--- config.mk ---
export PLATFORM = sky130hd
export DESIGN_NAME = csg_cal_status
export DESIGN_NICKNAME = d
export VERILOG_FILES = /design/src/verilog/csg_pkg.sv /design/src/verilog/csg_cal_status.sv /design/src/verilog/csg_status_queue.sv
export SDC_FILE = /design/constraint.sdc
export NUM_CORES = 1
export LEC_CHECK = 0
export BUFFER_PORTS_ARGS = -buffer_cell sky130_fd_sc_hd__buf_2
export CAP_MARGIN = 40
export CORE_MARGIN = 2
export CORE_UTILIZATION = 35
export CTS_CLUSTER_DIAMETER = 100
export CTS_CLUSTER_SIZE = 40
export DETAILED_ROUTE_END_ITERATION = 8
export PLACE_DENSITY_LB_ADDON = 0.1
export SLEW_MARGIN = 20
export SYNTH_ARGS = -nofsm -noshare
export SYNTH_HDL_FRONTEND = slang
export SYNTH_SLANG_ARGS = --single-unit
--- constraint.sdc ---
create_clock -name clock -period 2.8 [get_ports clock]
set_input_delay 0.14 -clock clock [delete_from_list [all_inputs] [get_ports clock]]
set_output_delay 0.14 -clock clock [all_outputs]
set_load 0.02 [all_outputs]
--- src/verilog/csg_pkg.sv ---
package csg_pkg;

  // ----------------------------------------
  // Widths and depths
  // ----------------------------------------
  localparam int CSG_WIDTH = 16;
  localparam int CSG_QWIDTH = 8;
  localparam int CSG_QDEPTH = 8;
  localparam int CSG_QIDX_W = 3;
  localparam int CSG_QCNT_W = 4;
  localparam logic [3:0] CSG_QFULL = 4'h8;

  // ----------------------------------------
  // Bit positions of the calibrating group
  // ----------------------------------------
  localparam int CSG_BIT_AVG_ZERO = 0;
  localparam int CSG_BIT_CHAN_PWR = 1;
  localparam int CSG_BIT_BASEBAND = 2;
  localparam int CSG_BIT_GEN_LEVEL = 3;
  localparam logic [15:0] CSG_USED_MASK = 16'h000F;

  // Position of the calibrating summary inside the operation word
  localparam int CSG_OPER_CAL_BIT = 8;

  // ----------------------------------------
  // Reset values
  // ----------------------------------------
  localparam logic [15:0] CSG_RISE_RST = 16'hFFFF;
  localparam logic [15:0] CSG_FALL_RST = 16'h0000;
  localparam logic [15:0] CSG_ENABLE_RST = 16'h0000;
  localparam logic [15:0] CSG_EVENT_RST = 16'h0000;
  localparam logic CSG_OPER_EN_RST = 1'b0;

  // ----------------------------------------
  // Register select codes
  // ----------------------------------------
  localparam logic [2:0] CSG_SEL_COND = 3'h0;
  localparam logic [2:0] CSG_SEL_RISE = 3'h1;
  localparam logic [2:0] CSG_SEL_FALL = 3'h2;
  localparam logic [2:0] CSG_SEL_EVENT = 3'h3;
  localparam logic [2:0] CSG_SEL_ENABLE = 3'h4;
  localparam logic [2:0] CSG_SEL_OPER_EN = 3'h5;

  function automatic logic [15:0] csg_used(input logic [15:0] v);
    return v & CSG_USED_MASK;
  endfunction

endpackage

--- src/verilog/csg_cal_status.sv ---
`timescale 1ns/1ps
module csg_cal_status
  import csg_pkg::*;
(
  // Clock and reset
  input wire logic clock,
  input wire logic resetn,
  // Calibration activity levels
  input wire logic avg_power_zeroing,
  input wire logic chan_power_cal,
  input wire logic baseband_cal,
  input wire logic gen_level_cal,
  // Common commands
  input wire logic reset_cmd,
  input wire logic clear_status,
  // Register access
  input wire logic [2:0] reg_sel,
  input wire logic reg_wr,
  input wire logic reg_rd,
  input wire logic [15:0] reg_wdata,
  output logic [15:0] reg_rdata_r,
  output logic reg_rvalid_r,
  // Error queue
  input wire logic err_push,
  input wire logic [CSG_QWIDTH-1:0] err_push_data,
  input wire logic err_pop,
  output logic [CSG_QWIDTH-1:0] err_pop_data_r,
  output logic err_queue_summary_r,
  // Output queue
  input wire logic out_push,
  input wire logic [CSG_QWIDTH-1:0] out_push_data,
  input wire logic out_pop,
  output logic [CSG_QWIDTH-1:0] out_pop_data_r,
  output logic out_queue_summary_r,
  // Higher-level status
  output logic [15:0] oper_status_r,
  output logic stb_oper_summary_r
);

  // ----------------------------------------
  // Registers
  // ----------------------------------------
  logic [15:0] cal_activity_rise_filter_r;
  logic [15:0] cal_activity_fall_filter_r;
  logic [15:0] cal_activity_event_r;
  logic [15:0] cal_activity_enable_r;
  // Last cycle's levels; edges are judged against these
  logic [15:0] cond_prev_r;
  logic oper_cal_en_r;
  logic [15:0] cal_activity_event_nxt;
  logic [15:0] rise_filter_nxt;
  logic [15:0] fall_filter_nxt;
  logic [15:0] enable_nxt;
  logic oper_cal_en_nxt;

  // ----------------------------------------
  // Decode
  // ----------------------------------------
  wire [15:0] cal_activity_condition = csg_used(
    (16'(avg_power_zeroing) << CSG_BIT_AVG_ZERO) |
    (16'(chan_power_cal) << CSG_BIT_CHAN_PWR) |
    (16'(baseband_cal) << CSG_BIT_BASEBAND) |
    (16'(gen_level_cal) << CSG_BIT_GEN_LEVEL));
  wire rd_cond = reg_rd && (reg_sel == CSG_SEL_COND);
  wire rd_rise = reg_rd && (reg_sel == CSG_SEL_RISE);
  wire rd_fall = reg_rd && (reg_sel == CSG_SEL_FALL);
  wire rd_event = reg_rd && (reg_sel == CSG_SEL_EVENT);
  wire rd_enable = reg_rd && (reg_sel == CSG_SEL_ENABLE);
  wire rd_oper_en = reg_rd && (reg_sel == CSG_SEL_OPER_EN);
  wire wr_rise = reg_wr && (reg_sel == CSG_SEL_RISE);
  wire wr_fall = reg_wr && (reg_sel == CSG_SEL_FALL);
  wire wr_enable = reg_wr && (reg_sel == CSG_SEL_ENABLE);
  wire wr_oper_en = reg_wr && (reg_sel == CSG_SEL_OPER_EN);

  // ----------------------------------------
  // Transition filters and event latch
  // ----------------------------------------
  wire [15:0] rise_seen = cal_activity_condition & ~cond_prev_r & cal_activity_rise_filter_r;
  wire [15:0] fall_seen = ~cal_activity_condition & cond_prev_r & cal_activity_fall_filter_r;
  wire [15:0] ev_set = csg_used(rise_seen | fall_seen);
  wire ev_clr = rd_event || clear_status;

  // Set wins over clear; a set bit simply stays set, nothing queues
  assign cal_activity_event_nxt = (ev_clr ? CSG_EVENT_RST : cal_activity_event_r)
                                  | ev_set;

  // Filters keep all 16 bits; only power-on, register writes and reset command touch them
  assign rise_filter_nxt = reset_cmd ? CSG_RISE_RST :
                           (wr_rise ? reg_wdata : cal_activity_rise_filter_r);
  assign fall_filter_nxt = reset_cmd ? CSG_FALL_RST :
                           (wr_fall ? reg_wdata : cal_activity_fall_filter_r);
  // Only explicit writes move the enables
  assign enable_nxt = wr_enable ? csg_used(reg_wdata) : cal_activity_enable_r;
  assign oper_cal_en_nxt = wr_oper_en ? reg_wdata[CSG_OPER_CAL_BIT] : oper_cal_en_r;

  // ----------------------------------------
  // Summary
  // ----------------------------------------
  wire summary_bit = |(cal_activity_event_r & cal_activity_enable_r);
  wire [15:0] oper_word = 16'(summary_bit) << CSG_OPER_CAL_BIT;

  // ----------------------------------------
  // Read mux
  // ----------------------------------------
  wire [15:0] oper_en_word = 16'(oper_cal_en_r) << CSG_OPER_CAL_BIT;
  wire [15:0] rd_mux = rd_cond ? cal_activity_condition :
                       rd_rise ? cal_activity_rise_filter_r :
                       rd_fall ? cal_activity_fall_filter_r :
                       rd_event ? csg_used(cal_activity_event_r) :
                       rd_enable ? csg_used(cal_activity_enable_r) :
                       rd_oper_en ? oper_en_word :
                       16'h0000;

  always_ff @(posedge clock) begin
    if (!resetn) begin
      cal_activity_rise_filter_r <= CSG_RISE_RST;
      cal_activity_fall_filter_r <= CSG_FALL_RST;
      cal_activity_event_r <= CSG_EVENT_RST;
      cal_activity_enable_r <= CSG_ENABLE_RST;
      oper_cal_en_r <= CSG_OPER_EN_RST;
      cond_prev_r <= 16'h0000;
    end else begin
      cal_activity_rise_filter_r <= rise_filter_nxt;
      cal_activity_fall_filter_r <= fall_filter_nxt;
      cal_activity_event_r <= cal_activity_event_nxt;
      cal_activity_enable_r <= enable_nxt;
      oper_cal_en_r <= oper_cal_en_nxt;
      cond_prev_r <= cal_activity_condition;
    end
  end

  always_ff @(posedge clock) begin
    if (!resetn) begin
      reg_rdata_r <= 16'h0000;
      reg_rvalid_r <= 1'b0;
      oper_status_r <= 16'h0000;
      stb_oper_summary_r <= 1'b0;
    end else begin
      reg_rdata_r <= reg_rd ? rd_mux : 16'h0000;
      reg_rvalid_r <= reg_rd;
      oper_status_r <= oper_word;
      stb_oper_summary_r <= summary_bit && oper_cal_en_r;
    end
  end

  // ----------------------------------------
  // Status queues
  // ----------------------------------------
  csg_status_queue #(
    .CLEARABLE(1'b1)
  ) u_err_queue (
    .clock(clock),
    .resetn(resetn),
    .push(err_push),
    .push_data(err_push_data),
    .pop(err_pop),
    .pop_data_r(err_pop_data_r),
    .clear_status(clear_status),
    .nonempty_r(err_queue_summary_r)
  );

  // Output queue drains only by reading
  csg_status_queue #(
    .CLEARABLE(1'b0)
  ) u_out_queue (
    .clock(clock),
    .resetn(resetn),
    .push(out_push),
    .push_data(out_push_data),
    .pop(out_pop),
    .pop_data_r(out_pop_data_r),
    .clear_status(clear_status),
    .nonempty_r(out_queue_summary_r)
  );
endmodule // csg_cal_status

--- src/verilog/csg_status_queue.sv ---
`timescale 1ns/1ps
module csg_status_queue
  import csg_pkg::*;
#(
  parameter bit CLEARABLE = 1'b1
) (
  // Clock and reset
  input wire logic clock,
  input wire logic resetn,
  // Fill side
  input wire logic push,
  input wire logic [CSG_QWIDTH-1:0] push_data,
  // Drain side
  input wire logic pop,
  output logic [CSG_QWIDTH-1:0] pop_data_r,
  // Clear and summary
  input wire logic clear_status,
  output logic nonempty_r
);

  logic [CSG_QWIDTH-1:0] mem_r [CSG_QDEPTH];
  logic [CSG_QIDX_W-1:0] wr_idx_r;
  logic [CSG_QIDX_W-1:0] rd_idx_r;
  logic [CSG_QCNT_W-1:0] count_r;
  logic [CSG_QCNT_W-1:0] count_nxt;
  logic [CSG_QIDX_W-1:0] rd_idx_nxt;
  wire do_clear = CLEARABLE && clear_status;
  wire do_pop = pop && (count_r != '0) && !do_clear;
  wire do_push = push && (count_r != CSG_QFULL);

  // A push racing a clear survives it unless the queue was full
  assign count_nxt = do_clear ? {3'b000, do_push} :
                     CSG_QCNT_W'(count_r + {3'b000, do_push} - {3'b000, do_pop});
  assign rd_idx_nxt = do_clear ? wr_idx_r :
                      (do_pop ? CSG_QIDX_W'(rd_idx_r + 3'h1) : rd_idx_r);

  always_ff @(posedge clock) begin
    if (!resetn) begin
      wr_idx_r <= '0;
      rd_idx_r <= '0;
      count_r <= '0;
      nonempty_r <= 1'b0;
      pop_data_r <= '0;
    end else begin
      count_r <= count_nxt;
      rd_idx_r <= rd_idx_nxt;
      nonempty_r <= (count_nxt != '0);
      if (do_push) begin
        wr_idx_r <= CSG_QIDX_W'(wr_idx_r + 3'h1);
      end
      if (do_pop) begin
        pop_data_r <= mem_r[rd_idx_r];
      end
    end
  end

  always_ff @(posedge clock) begin
    if (do_push) begin
      mem_r[wr_idx_r] <= push_data;
    end
  end
endmodule // csg_status_queue

### Word-level counts from Yosys, hierarchy flattened

Memory sizes are Yosys's and may differ from the RTL's. A register that Yosys moved wholly into a read port is not among the register bits.
Index checks and enable logic that the tools add are counted.

| word-level totals | value |
|---|---|
| bits in registers | 113 |
| latch bits | 0 |
| memory bits (writable) | 128 |
| ROM bits | 0 |
| input bits | 49 |
| output and inout port bits | 52 |
| logic and storage cells | 95 |
| memories kept | 2 |

| operators by class | value |
|---|---|
| $add $sub $neg | 8 |
| multipliers | 0 |
| divide/modulo/power cells | 0 |
| magnitude comparators | 0 |
| equality and inequality tests | 7 |
| shifts and indexed selects | 0 |
| muxes and demuxes | 14 |
| bitwise gates (word level) | 14 |
| reductions and logical operators | 30 |

Memory list:

| name | depth | bits a word | rd ports | clocked after Yosys merged registers in | wr ports | line | RTL |
|---|---|---|---|---|---|---|---|
| u_err_queue.mem_r | 8 | 8 | 1 | 1 | 1 | csg_status_queue.sv:21 | `logic [CSG_QWIDTH-1:0] mem_r [CSG_QDEPTH];` |
| u_out_queue.mem_r | 8 | 8 | 1 | 1 | 1 | csg_status_queue.sv:21 |  |

Operators with widths:

| cell | number |
|---|---|
| $mux 16 | 3 |
| $mux 9 | 3 |
| $and 16x4->16 | 1 |
| $and 4x4->4 | 4 |
| $logic_and 1x1->1 | 16 |
| $or 16x4->16 | 1 |
| $reduce_bool 4->1 | 4 |
| $reduce_or 16->1 | 1 |
| $add 3x1->3 const B | 4 |
| $add 4x1->4 | 2 |
| $mux 4 | 2 |
| $ne 4x4->1 const B | 2 |
| $not 4->4 | 2 |
| $sub 4x1->4 | 2 |
| $eq 3x2->1 const B | 2 |
| $eq 3x3->1 const B | 2 |
| $mux 3 | 2 |
| $mux 1 | 4 |
| $or 3x4->4 | 1 |
| $or 4x4->4 | 1 |
| $eq 3x1->1 const B | 1 |
| $logic_not 1->1 | 3 |
| $logic_not 3->1 | 1 |
| $or 2x3->3 | 1 |
| 7 further kinds | 8 |

### Longest topological paths before layout

Gate-level depths: netlist of the first run.

| logic depth | value |
|---|---|
| depth in word-level cells | 8 |
| gate-level depth with buffers | 12 |
| gate-level depth less buffers | 11 |

### Modules after synthesis

A second synthesis of the first run with hierarchy kept.

| second synthesis, totals | value |
|---|---|
| cell total of the unflattened synthesis | 712 |
| area total of the unflattened synthesis | 9,415.3 µm² |

By module, submodules not included:

| module | instances | cells an instance | area an instance (µm²) | sequential area each (µm²) |
|---|---|---|---|---|
| csg_status_queue (u_err_queue) | 1 | 196 | 3,357.0 | 2,302.2 |
| csg_status_queue (u_out_queue) | 1 | 213 | 3,345.7 | 2,302.2 |
| csg_cal_status | 1 | 303 | 2,712.6 | 1,281.2 |

### Worst setup path before layout of the first run

Ideal clock, no wire load.

| timing | value |
|---|---|
| path type | register to register |
| from | register u_out_queue.count_r[2] |
| to | register u_out_queue.nonempty_r |
| setup time | 0.124 ns |
| data arrival time | 2.426 ns |
| data required time | 2.676 ns |
| slack | 0.250 ns |
| stages on the path, launching flop included | 12 |
| buffers on the path | 1 |
| clock period less this slack | 2.550 ns |
| cells stage by stage | dfxtp_1 -> inv_1 -> ha_1 -> a21boi_2 -> buf_2 -> ha_1 -> inv_1 -> ha_1 -> inv_1 -> fa_1 -> nor2_1 -> a2111o_1 |

| on the way | value |
|---|---|
| elaborated cells on any way between the ends | 7 |

RTL lines:

| element | line | RTL |
|---|---|---|
| start, declared | csg_status_queue.sv:24 | `logic [CSG_QCNT_W-1:0] count_r;` |
| start signal, assigned | csg_status_queue.sv:45 | `count_r <= count_nxt;` |
| $reduce_bool 4->1 | csg_status_queue.sv:28 | `wire do_pop = pop && (count_r != '0) && !do_clear;` |
| $logic_and 1x1->1 | csg_status_queue.sv:28 |  |
| net u_out_queue.do_pop | csg_status_queue.sv:28 |  |
| $sub 4x1->4 | csg_status_queue.sv:33 | `CSG_QCNT_W'(count_r + {3'b000, do_push} - {3'b000, do_pop});` |
| $reduce_bool 4->1 | csg_status_queue.sv:47 | `nonempty_r <= (count_nxt != '0);` |
| end signal, assigned | csg_status_queue.sv:47 |  |
| end, declared | csg_status_queue.sv:18 | `output logic nonempty_r` |

The timed path passes the listed nets, and every way through them passes these cells.
A chain may end at the register's enable or synchronous reset.

### Final worst setup path of the first run

| timing | value |
|---|---|
| from | register u_err_queue.count_r[2] |
| to | register u_err_queue.nonempty_r |

| on the way | value |
|---|---|
| cells in the longest elaborated chain, start to end | 6 |
| elaborated cells on any way between the ends | 9 |

RTL lines:

| element | line | RTL |
|---|---|---|
| start, declared | csg_status_queue.sv:24 |  |
| start signal, assigned | csg_status_queue.sv:45 |  |
| $ne 4x4->1 or $reduce_bool 4->1 (tied branches) | csg_status_queue.sv:29, csg_status_queue.sv:28 |  |
| $logic_and 1x1->1 (on tied branches) | csg_status_queue.sv:29, csg_status_queue.sv:28 |  |
| $add 4x1->4 or $logic_and 1x1->1 (tied branches) | csg_status_queue.sv:33, csg_status_queue.sv:28 |  |
| $sub 4x1->4 | csg_status_queue.sv:33 |  |
| $mux 4 (*) | csg_status_queue.sv:32 | `assign count_nxt = do_clear ? {3'b000, do_push} :` |
| $reduce_bool 4->1 (*) | csg_status_queue.sv:47 |  |
| end signal, assigned | csg_status_queue.sv:47 |  |
| end, declared | csg_status_queue.sv:18 |  |

Every way passes the cells marked *; elsewhere a longest branch is shown, timed or not.

==> summary.txt, run 1 <==
Place
  – Post-Place Cell Area: 10000 sq um
  – Placed insts: 1105
  – Port bufs: 85
  – Detailed placement HPWL: 13800 um
  – Placer Congestion: 0.774
  – Worst slack, placed: 0.282 ns

Routing
  – Total number of vias: 5765
  – DR WL/cell: 17.7 um
  – Drt drc: 0
  – Detailed-route wire length: 20500 um
  – DRT Pass-1 Iters: 7
  – Antenna-violating nets left: 0
  – Initial drt markers: 354
  – Vias per std cell: 4.97

STA
  – Final Max Slew Viols: 0
  – Final setup TNS: 0 ns
  – Final Hold Viols: 0
  – Unrepaired setup endpoints after global routing: false
  – Post-route clock period utilization: 0.910
  – Final Critical Period: 2.55 ns
  – Least-Margin Pin Slew: 0.805 ns
  – Final setup viols: 0
  – Setup slack after layout: 0.251 ns
  – Highest clock rate: 0.392 GHz
  – Slew headroom: 0.464
  – Clock Skews: 0.0320 ns

Floorplan
  – Die area: 27600 sq um
  – # rows: 59
  – Die span in y: 166 um
  – Die W: 166 um
  – Starting Density: 0.355
  – Core area: 25900 sq um
  – Ports: 101

Worst setup path
  – Reg-to-Reg Start: u_err_queue.count_r[2]
  – WS Path Type: reg -> reg
  – Critical Path AT: 2.95 ns
  – Crit. End Element: flip-flop
  – CP max FO: 3
  – Critical Path RT: 3.20 ns
  – CP startpoint kind: flip-flop
  – Worst Setup SP: u_err_queue.count_r[2]

Power and ir drop
  – Lkg Pwr: 3.98 nW
  – Max VDD drop: 0.000433 V
  – Pwr dens: 676 nW/um^2

Global routing
  – Vias in the first global route: 6028
  – First-pass GRT wire length: 33000 um
  – Initial antenna violation count: 1
  – Total track usage: 0.150
  – GRT overflow: 0
  – Largest net degree at the start of global routing: 41

Cells and area
  – Final Non-Filler Cells: 1159
  – Layout filler cell count: 2405
  – Layout area overhead: 16.9%
  – ANT cells: 0
  – Finished Cell Area: 10800 sq um
  – Nets@finish: 887
  – Ratio of cells with drive above 1 in the final layout: 0.189
  – Core Util, Final: 0.415

Logic synthesis
  – Cell taking the most area after synthesis: edfxtp_1
  – Synth top area cells: edfxtp_1 (42%), dfxtp_1 (22%), mux4_2 (4.4%)
  – Post-Syn Instances: 690
  – Syn Area/Cell: 13.3 sq um
  – Synthesized area: 9210 sq um
  – Main synth FF type: edfxtp_1
  – Post-synthesis sequential area ratio: 0.639
  – Netlist cell types: 45
  – Yosys warnings: 0
  – Post-synth ARST share: 0
  – Flops & latches, synth: 230
  – EDFF count, synth: 128
  – Share of the synthesized area in the top cell type: 0.418

Run
  – Max-Cap Viols: 0

Clock network
  – CTS Sinks: 230
  – Post-CTS Resized: 0
  – Clock Latency Late Sink: 0.49 ns
  – CTS Buf Count: 11
  – Clock Path Buffers: 3
  – CTS root buf: clkbuf_16
  – Clk slew on worst S/H paths: 0.14 ns
  – CTS tree: built
  – # H-tree levels: 1

Min path
  – Worst hold path class: in -> reg
  – Hold Crit Start: reset_cmd

Run status
  – Status: completed
-- placed cells by master (no fill, tap or decap), drive strengths merged, types with 4 or more instances in the layout --
| master | count |
|---|---|
| a21oi | 46 |
| a22oi | 16 |
| a2bb2oi | 4 |
| and2 | 9 |
| buf | 115 |
| clkbuf | 11 |
| clkinv | 5 |
| conb | 15 |
| dfxtp | 102 |
| dlygate4sd3 | 37 |
| edfxtp | 128 |
| ha | 16 |
| inv | 21 |
| mux2i | 26 |
| mux4 | 32 |
| nand2 | 82 |
| nand2b | 11 |
| nand3 | 18 |
| nand3b | 6 |
| nor2 | 49 |
| nor3 | 11 |
| o21ai | 24 |
| o31ai | 5 |
| xnor2 | 4 |
| xor2 | 7 |
-- final timing paths --
path | depth (start not counted) | endpoint | slack, ns
worst max-delay path | 10 | u_err_queue.nonempty_r | 0.25
worst min register to register | 2 | cal_activity_fall_filter_r[15] | 0.47
worst max register to register | 10 | u_err_queue.nonempty_r | 0.25
worst min-delay path | 3 | cal_activity_rise_filter_r[2] | 0.03
-- registers in the layout, indices dropped and copies added, names as in the netlist, 3 cells and up --
register	cells
cal_activity_fall_filter_r	16
u_err_queue.rd_idx_r	3
reg_rdata_r	16
u_out_queue.mem_r	64
cal_activity_enable_r	4
u_err_queue.count_r	4
u_err_queue.pop_data_r	8
u_out_queue.rd_idx_r	3
u_err_queue.wr_idx_r	3
cal_activity_rise_filter_r	16
cal_activity_event_r	4
u_out_queue.wr_idx_r	3
u_out_queue.pop_data_r	8
u_out_queue.count_r	4
u_err_queue.mem_r	64
cond_prev_r	4
-- cell families (layout without fill, tap and decap cells) --
group | count (synthesis) | after routing | share of synthesized area
flops | 230 | 230 | 0.639
buf+inv | 69 | 189 | 0.0431
compound gates | 105 | 105 | 0.0695
simple gates | 198 | 198 | 0.0988
fa+ha+maj | 18 | 18 | 0.0261
mux | 58 | 58 | 0.112
xor+xnor | 11 | 11 | 0.0105
other cells | 1 | 15 | 0.000407
-- final cells by class --
type / instances / area [sq um] / share of cell area
Clock buffer: 11 / 275 / 0.0256
Inverter: 20 / 75.1 / 0.00698
Clock inverter: 6 / 105 / 0.00977
Sequential cell: 230 / 5890 / 0.547
Tap cell: 335 / 419 / 0.0390
Timing Repair Buffer: 152 / 1020 / 0.0952
Multi-Input combinational cell: 405 / 2980 / 0.277
-- power by group --
group	switching, mW	internal, mW	leakage [nW]
Clock	1.15	0.794	0.181
Combinational	0.798	0.641	1.80
Sequential	0.105	3.78	1.99
Total	2.06	5.22	3.98
-- through the flow --
| stage | power [mW] | hold slack, ns |
|---|---|---|
| floorplan | 4.98 | 0.239 |
| global placement | 5.33 | 0.367 |
| detailed placement | 5.38 | 0.370 |
| CTS | 7.38 | 0.00327 |
| global route | 7.64 | 0.0348 |
| finish | 7.27 | 0.0287 |
-- worst max-delay path: stages, from the launching register on --
cell and delay, ns:
dfxtp_1 0.32, inv_1 0.10, ha_1 0.15, nor3b_1 0.36
nor3b_2 0.10, ha_1 0.29, inv_1 0.04, ha_1 0.23
fa_1 0.54, nor3_1 0.06, a311oi_1 0.28
-- cells in the mapped netlist (2+ instances only) --
cell	number
edfxtp_1	128
dfxtp_1	102
nand2_1	82
nor2_1	49
a21oi_1	46
mux2i_1	26
o21ai_0	24
inv_1	20
buf_4	18
mux4_2	18
nand3_1	18
buf_2	17
a22oi_1	16
ha_1	16
mux4_1	14
nand2b_1	11
nor3_1	10
and2_1	9
clkbuf_1	8
xor2_1	7
nand3b_1	6
a2bb2oi_1	4
xnor2_1	4
and3_1	3
nor2b_1	3
o311ai_0	3
o31ai_1	3
a21o_1	2
buf_12	2
buf_6	2
fa_1	2
nor3b_2	2
nor4_1	2
o31ai_2	2
-- layer usage --
layer	up-vias	global-route usage	wire length, um
met5	-	0	16
met1	2895	0.192	9120
met3	19	0.0195	650
li1	2730	-	-
met4	2	0.0295	298
met2	119	0.272	10400
-- timing repair --
item                                   4_1_cts  5_1_grt
setup buffers                                0        0
endpoints found under the hold margin      174        0
hold buffers                                37        0
setup endpoints to repair                    0        0
Power figures use the tool's default switching activity.
==> inputs of run 2 (changes only) <==
--- a/config.mk
+++ b/config.mk
@@ -10,9 +10,8 @@
 export CORE_MARGIN = 2
 export CORE_UTILIZATION = 35
 export CTS_CLUSTER_DIAMETER = 100
-export CTS_CLUSTER_SIZE = 40
 export DETAILED_ROUTE_END_ITERATION = 8
-export PLACE_DENSITY_LB_ADDON = 0.1
+export PLACE_DENSITY = 0.52
 export SLEW_MARGIN = 20
 export SYNTH_ARGS = -nofsm -noshare
 export SYNTH_HDL_FRONTEND = slang
==> run 2 against run 1 <==
- sequential share of layout area down 2.7 points
- routed wire length down 2.3%
- utilization up 2.2 points
- non-clock buffer count up 7
- worst setup slack better by 0.10 ns
- power up 19%
- clock power up 70%
- combinational power down 4%
- final area up 5.2%
- critical path type unchanged
- largest power group unchanged
==> summary.txt, run 2 (synthesized netlist as in run 1, its figures left out) <==
STA
  – Post-route clock period utilization: 0.873
  – Unrepaired setup endpoints after global routing: false
  – Final Critical Period: 2.45 ns
  – Final setup viols: 0
  – Final Max Slew Viols: 0
  – Slew headroom: 0.478
  – Highest clock rate: 0.409 GHz
  – Final Hold Viols: 0
  – Final setup TNS: 0 ns
  – Clock Skews: 0.0155 ns
  – Least-Margin Pin Slew: 0.781 ns

Min path
  – Worst hold path class: in -> reg

Cells and area
  – Registers with the most flip-flops: u_err_queue.mem_r (64), u_out_queue.mem_r (64)
  – Multi-input gate area: 2980 sq um
  – Commonest non-fill, non-tap cell in the layout: edfxtp_1
  – Layout filler cell count: 2381
  – Sequential Area: 5890 sq um
  – Most frequent cells in the layout: edfxtp_1 (128), dfxtp_1 (102), buf_2 (85)
  – Nets@finish: 909
  – Layout area overhead: 23.0%
  – Core Util, Final: 0.437
  – Ratio of cells with drive above 1 in the final layout: 0.211

Clock network
  – CTS tree: built
  – Hold-fix buffer count after cts: 43
  – Clock Path Buffers: 3
  – CTS Sinks: 230
  – Clock Latency Late Sink: 0.54 ns
  – CTS Buf Count: 26
  – # H-tree levels: 1
  – CTS root buf: clkbuf_16
  – Clk slew on worst S/H paths: 0.06 ns
  – Post-CTS Resized: 0
  – Setup Buffers After CTS: 0

Global routing
  – Largest net degree at the start of global routing: 32
  – First-pass GRT wire length: 31600 um
  – Total track usage: 0.144
  – Vias in the first global route: 5831
  – Initial antenna violation count: 1
  – GRT overflow: 0

Floorplan
  – Ports: 101
  – # rows: 59
  – Die area: 27600 sq um
  – Starting Density: 0.355
  – Core area: 25900 sq um
  – Die W: 166 um
  – Die span in y: 166 um

Worst setup path
  – WS Path Type: reg -> reg
  – CP startpoint kind: flip-flop
  – CP max FO: 3
  – Critical Path RT: 3.20 ns
  – Critical Path AT: 2.84 ns
  – Worst Reg2Reg Path Length in Cells: 10
  – Crit. End Element: flip-flop
  – Terminus of the critical flop-to-flop path: u_err_queue.nonempty_r
  – Critical Path Sink: u_err_queue.nonempty_r
  – Worst Setup SP: u_err_queue.count_r[2]
  – Reg2reg setup slack: 0.35 ns
  – Reg-to-Reg Start: u_err_queue.count_r[2]

Routing
  – Vias per std cell: 4.81
  – Drt drc: 0
  – Detailed-route wire length: 20000 um
  – DR WL/cell: 16.7 um
  – Total number of vias: 5757
  – Initial drt markers: 342
  – Antenna-violating nets left: 0
  – DRT Pass-1 Iters: 4

Power and ir drop
  – Lkg Pwr: 4.24 nW
  – Max VDD drop: 0.000435 V
  – Pwr Total: 8.64 mW
  – Pwr dens: 763 nW/um^2

Place
  – Detailed placement HPWL: 12700 um
  – Placer Congestion: 0.771
  – Port bufs: 85

Run status
  – Status: completed

Run
  – Max-Cap Viols: 0
-- run 2: cell types whose count changed in the layout (fill, tap and decap cells not counted), sizes merged --
cell	previous run	this run
clkinvlp	0	1
bufinv	0	1
dlygate4sd3	37	43
clkbuf	11	39
diode	0	1
clkinv	5	6
buf	115	116
-- run 2: routing by layer --
metal | GRT usage | vias to the layer above | wire length (um)
li1 | - | 2801 | -
met1 | 0.183 | 2795 | 8900
met2 | 0.251 | 122 | 9910
met3 | 0.0231 | 39 | 733
met4 | 0.0476 | 0 | 482
met5 | 0 | - | 0
-- run 2: cell type report --
| cell class | instances | share of cell area |
|---|---|---|
| diodes | 1 | 0.000221 |
| clock buffers | 39 | 0.0671 |
| clock inverters | 9 | 0.00873 |
| inverters | 20 | 0.00663 |
| multi-input cells | 405 | 0.263 |
| flip-flops and latches | 230 | 0.520 |
| well taps | 335 | 0.0370 |
| repair buffers | 159 | 0.0972 |
-- run 2: worst max-delay path, stage by stage, from the launching register on --
cell      delay [ns]
dfxtp_1         0.29
inv_1           0.09
ha_1            0.16
nor3b_1         0.32
nor3b_2         0.09
ha_1            0.29
inv_1           0.04
ha_1            0.22
fa_1            0.49
nor3_1          0.23
a311oi_1        0.11
-- run 2: power by group --
part	internal (mW)	switching (mW)	total, mW
sequential	3.79	0.156	3.95
clock	1.98	1.33	3.31
combinational	0.656	0.726	1.38
-- run 2: worst min-delay path by stage --
stage	start	end	slack [ns]	cells past startpoint
after floorplan	err_push_data[0]	u_err_queue.mem_r[0][0]	0.24	0
after global placement	reg_wdata[12]	cal_activity_rise_filter_r[12]	0.37	3
after detailed placement	reg_wdata[11]	cal_activity_rise_filter_r[11]	0.37	3
after CTS	reg_wr	oper_cal_en_r	0.01	4
after global routing	reg_wr	oper_cal_en_r	0.07	4
final	reg_wr	oper_cal_en_r	0.04	4
-- run 2: metrics by stage --
stage | instances | worst slack (ns) | hold WS (ns) | area [sq um]
6_report | 1198 | 0.355 | 0.0354 | 11300
3_5_place_dp | 1106 | 0.353 | 0.374 | 10000
4_1_cts | 1197 | 0.338 | 0.0107 | 11300
3_3_place_gp | 1106 | 0.401 | 0.369 | 10000
5_1_grt | 1198 | 0.229 | 0.0714 | 11300
2_1_floorplan | 704 | 0.250 | 0.239 | 9260
==> inputs of run 3 (changes only) <==
--- a/config.mk
+++ b/config.mk
@@ -15,4 +15,5 @@
 export SLEW_MARGIN = 20
 export SYNTH_ARGS = -nofsm -noshare
 export SYNTH_HDL_FRONTEND = slang
+export SYNTH_HIERARCHICAL = 1
 export SYNTH_SLANG_ARGS = --single-unit
==> run 3 against run 2 <==
- highest routed layer unchanged
- via count up 2.1%
- power decreased by 1.7%
- register-to-register slack got worse by 0.05 ns
- sequential power is essentially flat
- die area rose by 2.2%
- combinational power is essentially flat
- cell count up 1.8%
- sequential share of layout area is 0.51 points lower
- clock skew decreased by 0.0089 ns
==> summary.txt, run 3 <==
Routing
  – Drt drc: 0
  – Vias per std cell: 4.82
  – Initial drt markers: 242
  – Detailed-route wire length: 20100 um
  – Total number of vias: 5876
  – DR WL/cell: 16.5 um
  – Antenna-violating nets left: 0
  – DRT Pass-1 Iters: 4

Cells and area
  – Layout area overhead: 21.5%
  – Ratio of cells with drive above 1 in the final layout: 0.197
  – Layout filler cell count: 2513
  – Nets@finish: 926
  – Most frequent cells in the layout: edfxtp_1 (128), dfxtp_1 (101), buf_2 (85)
  – Commonest non-fill, non-tap cell in the layout: edfxtp_1
  – Finished Cell Area: 11400 sq um
  – ANT cells: 0
  – Registers with the most flip-flops: u_err_queue/mem_r (64), u_out_queue/mem_r (64)

Power and ir drop
  – Pwr dens: 742 nW/um^2
  – Max VDD drop: 0.000459 V
  – Lkg Pwr: 4.27 nW
  – Pwr Total: 8.49 mW

Worst setup path
  – Reg-to-Reg Start: u_out_queue/count_r[2]
  – Critical Path RT: 3.20 ns
  – Worst Setup SP: u_out_queue/count_r[2]
  – Reg2reg setup slack: 0.30 ns
  – CP startpoint kind: flip-flop
  – Worst Reg2Reg Path Length in Cells: 10
  – Critical Path AT: 2.90 ns
  – CP max FO: 4
  – Terminus of the critical flop-to-flop path: u_out_queue/nonempty_r
  – WS Path Type: reg -> reg
  – Crit. End Element: flip-flop
  – Critical Path Sink: u_out_queue/nonempty_r

STA
  – Final Hold Viols: 0
  – Final setup TNS: 0 ns
  – Unrepaired setup endpoints after global routing: false
  – Post-route clock period utilization: 0.893
  – Clock Skews: 0.00658 ns
  – Highest clock rate: 0.400 GHz
  – Final Max Slew Viols: 0
  – Final Critical Period: 2.50 ns
  – Slew headroom: 0.475
  – Final setup viols: 0
  – Least-Margin Pin Slew: 0.784 ns

Floorplan
  – Die area: 28200 sq um
  – Ports: 101
  – Core area: 26700 sq um
  – Starting Density: 0.353
  – # rows: 60
  – Die span in y: 168 um
  – Die W: 168 um

Clock network
  – Clock Latency Late Sink: 0.52 ns
  – Clock Path Buffers: 3
  – CTS tree: built
  – Setup Buffers After CTS: 0
  – Clk slew on worst S/H paths: 0.06 ns
  – # H-tree levels: 1
  – Post-CTS Resized: 0
  – CTS Buf Count: 26
  – Hold-fix buffer count after cts: 43
  – CTS Sinks: 230
  – CTS root buf: clkbuf_16

Logic synthesis
  – Synthesized area: 9420 sq um
  – Main synth FF type: edfxtp_1
  – Yosys warnings: 6
  – Flops & latches, synth: 230
  – EDFF count, synth: 128
  – Commonest cells post-synth: edfxtp_1 (128), dfxtp_1 (102), nand2_1 (78)
  – Cell taking the most area after synthesis: edfxtp_1
  – Most common cell in the netlist: edfxtp_1
  – Syn Area/Cell: 13.2 sq um
  – Netlist cell types: 59
  – Post-synthesis sequential area ratio: 0.625
  – Post-synth ARST share: 0
  – Post-Syn Instances: 712
  – Synth top area cells: edfxtp_1 (41%), dfxtp_1 (22%), mux2i_1 (6.0%)
  – Share of the synthesized area in the top cell type: 0.408

Run status
  – Status: completed

Run
  – Max-Cap Viols: 0

Place
  – Port bufs: 85
  – Placer Congestion: 0.791
  – Post-Place Cell Area: 10200 sq um
  – Detailed placement HPWL: 13100 um

Global routing
  – Total track usage: 0.145
  – Largest net degree at the start of global routing: 28
  – Initial antenna violation count: 0
  – Vias in the first global route: 5873
  – First-pass GRT wire length: 32400 um
  – GRT overflow: 0

Min path
  – Worst hold path class: in -> reg
## run 3: final cells by class
| cell class | count | area [sq um] | area share |
|---|---|---|---|
| Clock inverter | 6 | 55.1 | 0.00481 |
| Timing Repair Buffer | 160 | 1100 | 0.0958 |
| Multi-Input combinational cell | 420 | 3140 | 0.275 |
| Clock buffer | 41 | 752 | 0.0657 |
| Tap cell | 341 | 427 | 0.0373 |
| Inverter | 21 | 78.8 | 0.00689 |
| Sequential cell | 230 | 5890 | 0.515 |
## run 3: worst min-delay path by stage
| stage | startpoint | end | cells after the start |
|---|---|---|---|
| 6_report | err_pop | u_err_queue/rd_idx_r[0] | 4 |
| 5_1_grt | err_push | u_err_queue/wr_idx_r[2] | 4 |
| 4_1_cts | err_pop | u_err_queue/rd_idx_r[0] | 4 |
| 3_5_place_dp | reg_wdata[13] | cal_activity_rise_filter_r[13] | 3 |
| 3_3_place_gp | reg_wdata[13] | cal_activity_rise_filter_r[13] | 3 |
| 2_1_floorplan | err_push_data[0] | u_err_queue/mem_r[0][0] | 0 |
## run 3: layer usage
| metal | wire [um] | track usage | part of all wire |
|---|---|---|---|
| met4 | 317 | 0.0352 | 0.016 |
| met3 | 853 | 0.0263 | 0.042 |
| met5 | 0 | 0 | 0 |
| met1 | 9170 | 0.194 | 0.46 |
| met2 | 9750 | 0.246 | 0.49 |
## run 3: worst max-delay path: stages, from the launching register on
cell      delay, ns
dfxtp_1        0.29
inv_1          0.10
ha_1           0.19
inv_1          0.06
o31ai_1        0.41
ha_1           0.33
inv_1          0.06
ha_1           0.18
fa_1           0.45
nor3_1         0.19
a21boi_0       0.10
## run 3: stage by stage
| stage | setup WS, ns | utilization | hold WS (ns) | cells |
|---|---|---|---|---|
| after floorplan | 0.380 | - | 0.239 | 726 |
| after global placement | 0.402 | 0.383 | 0.369 | 1129 |
| after detailed placement | 0.327 | 0.383 | 0.367 | 1129 |
| after CTS | 0.290 | 0.429 | 0.0460 | 1219 |
| after global routing | 0.116 | 0.429 | 0.0735 | 1219 |
| final | 0.300 | 0.429 | 0.0696 | 1219 |
## run 3: cells by family (layout without fill, tap and decap cells)
logic type,Yosys count,count (layout),share of synthesized area
compound gates,116,116,0.0874
buf+inv,76,228,0.0488
other cells,1,15,0.000398
mux,72,72,0.101
fa+ha+maj,18,18,0.0255
xor+xnor,11,11,0.0102
flops,230,230,0.625
simple gates,188,188,0.101
## run 3: where the power goes
part / leakage, nW / switching (mW) / total (mW) / internal (mW)
Clock: 0.390 / 1.27 / 3.20 / 1.92
Sequential: 1.99 / 0.148 / 3.93 / 3.78
Combinational: 1.89 / 0.755 / 1.37 / 0.613
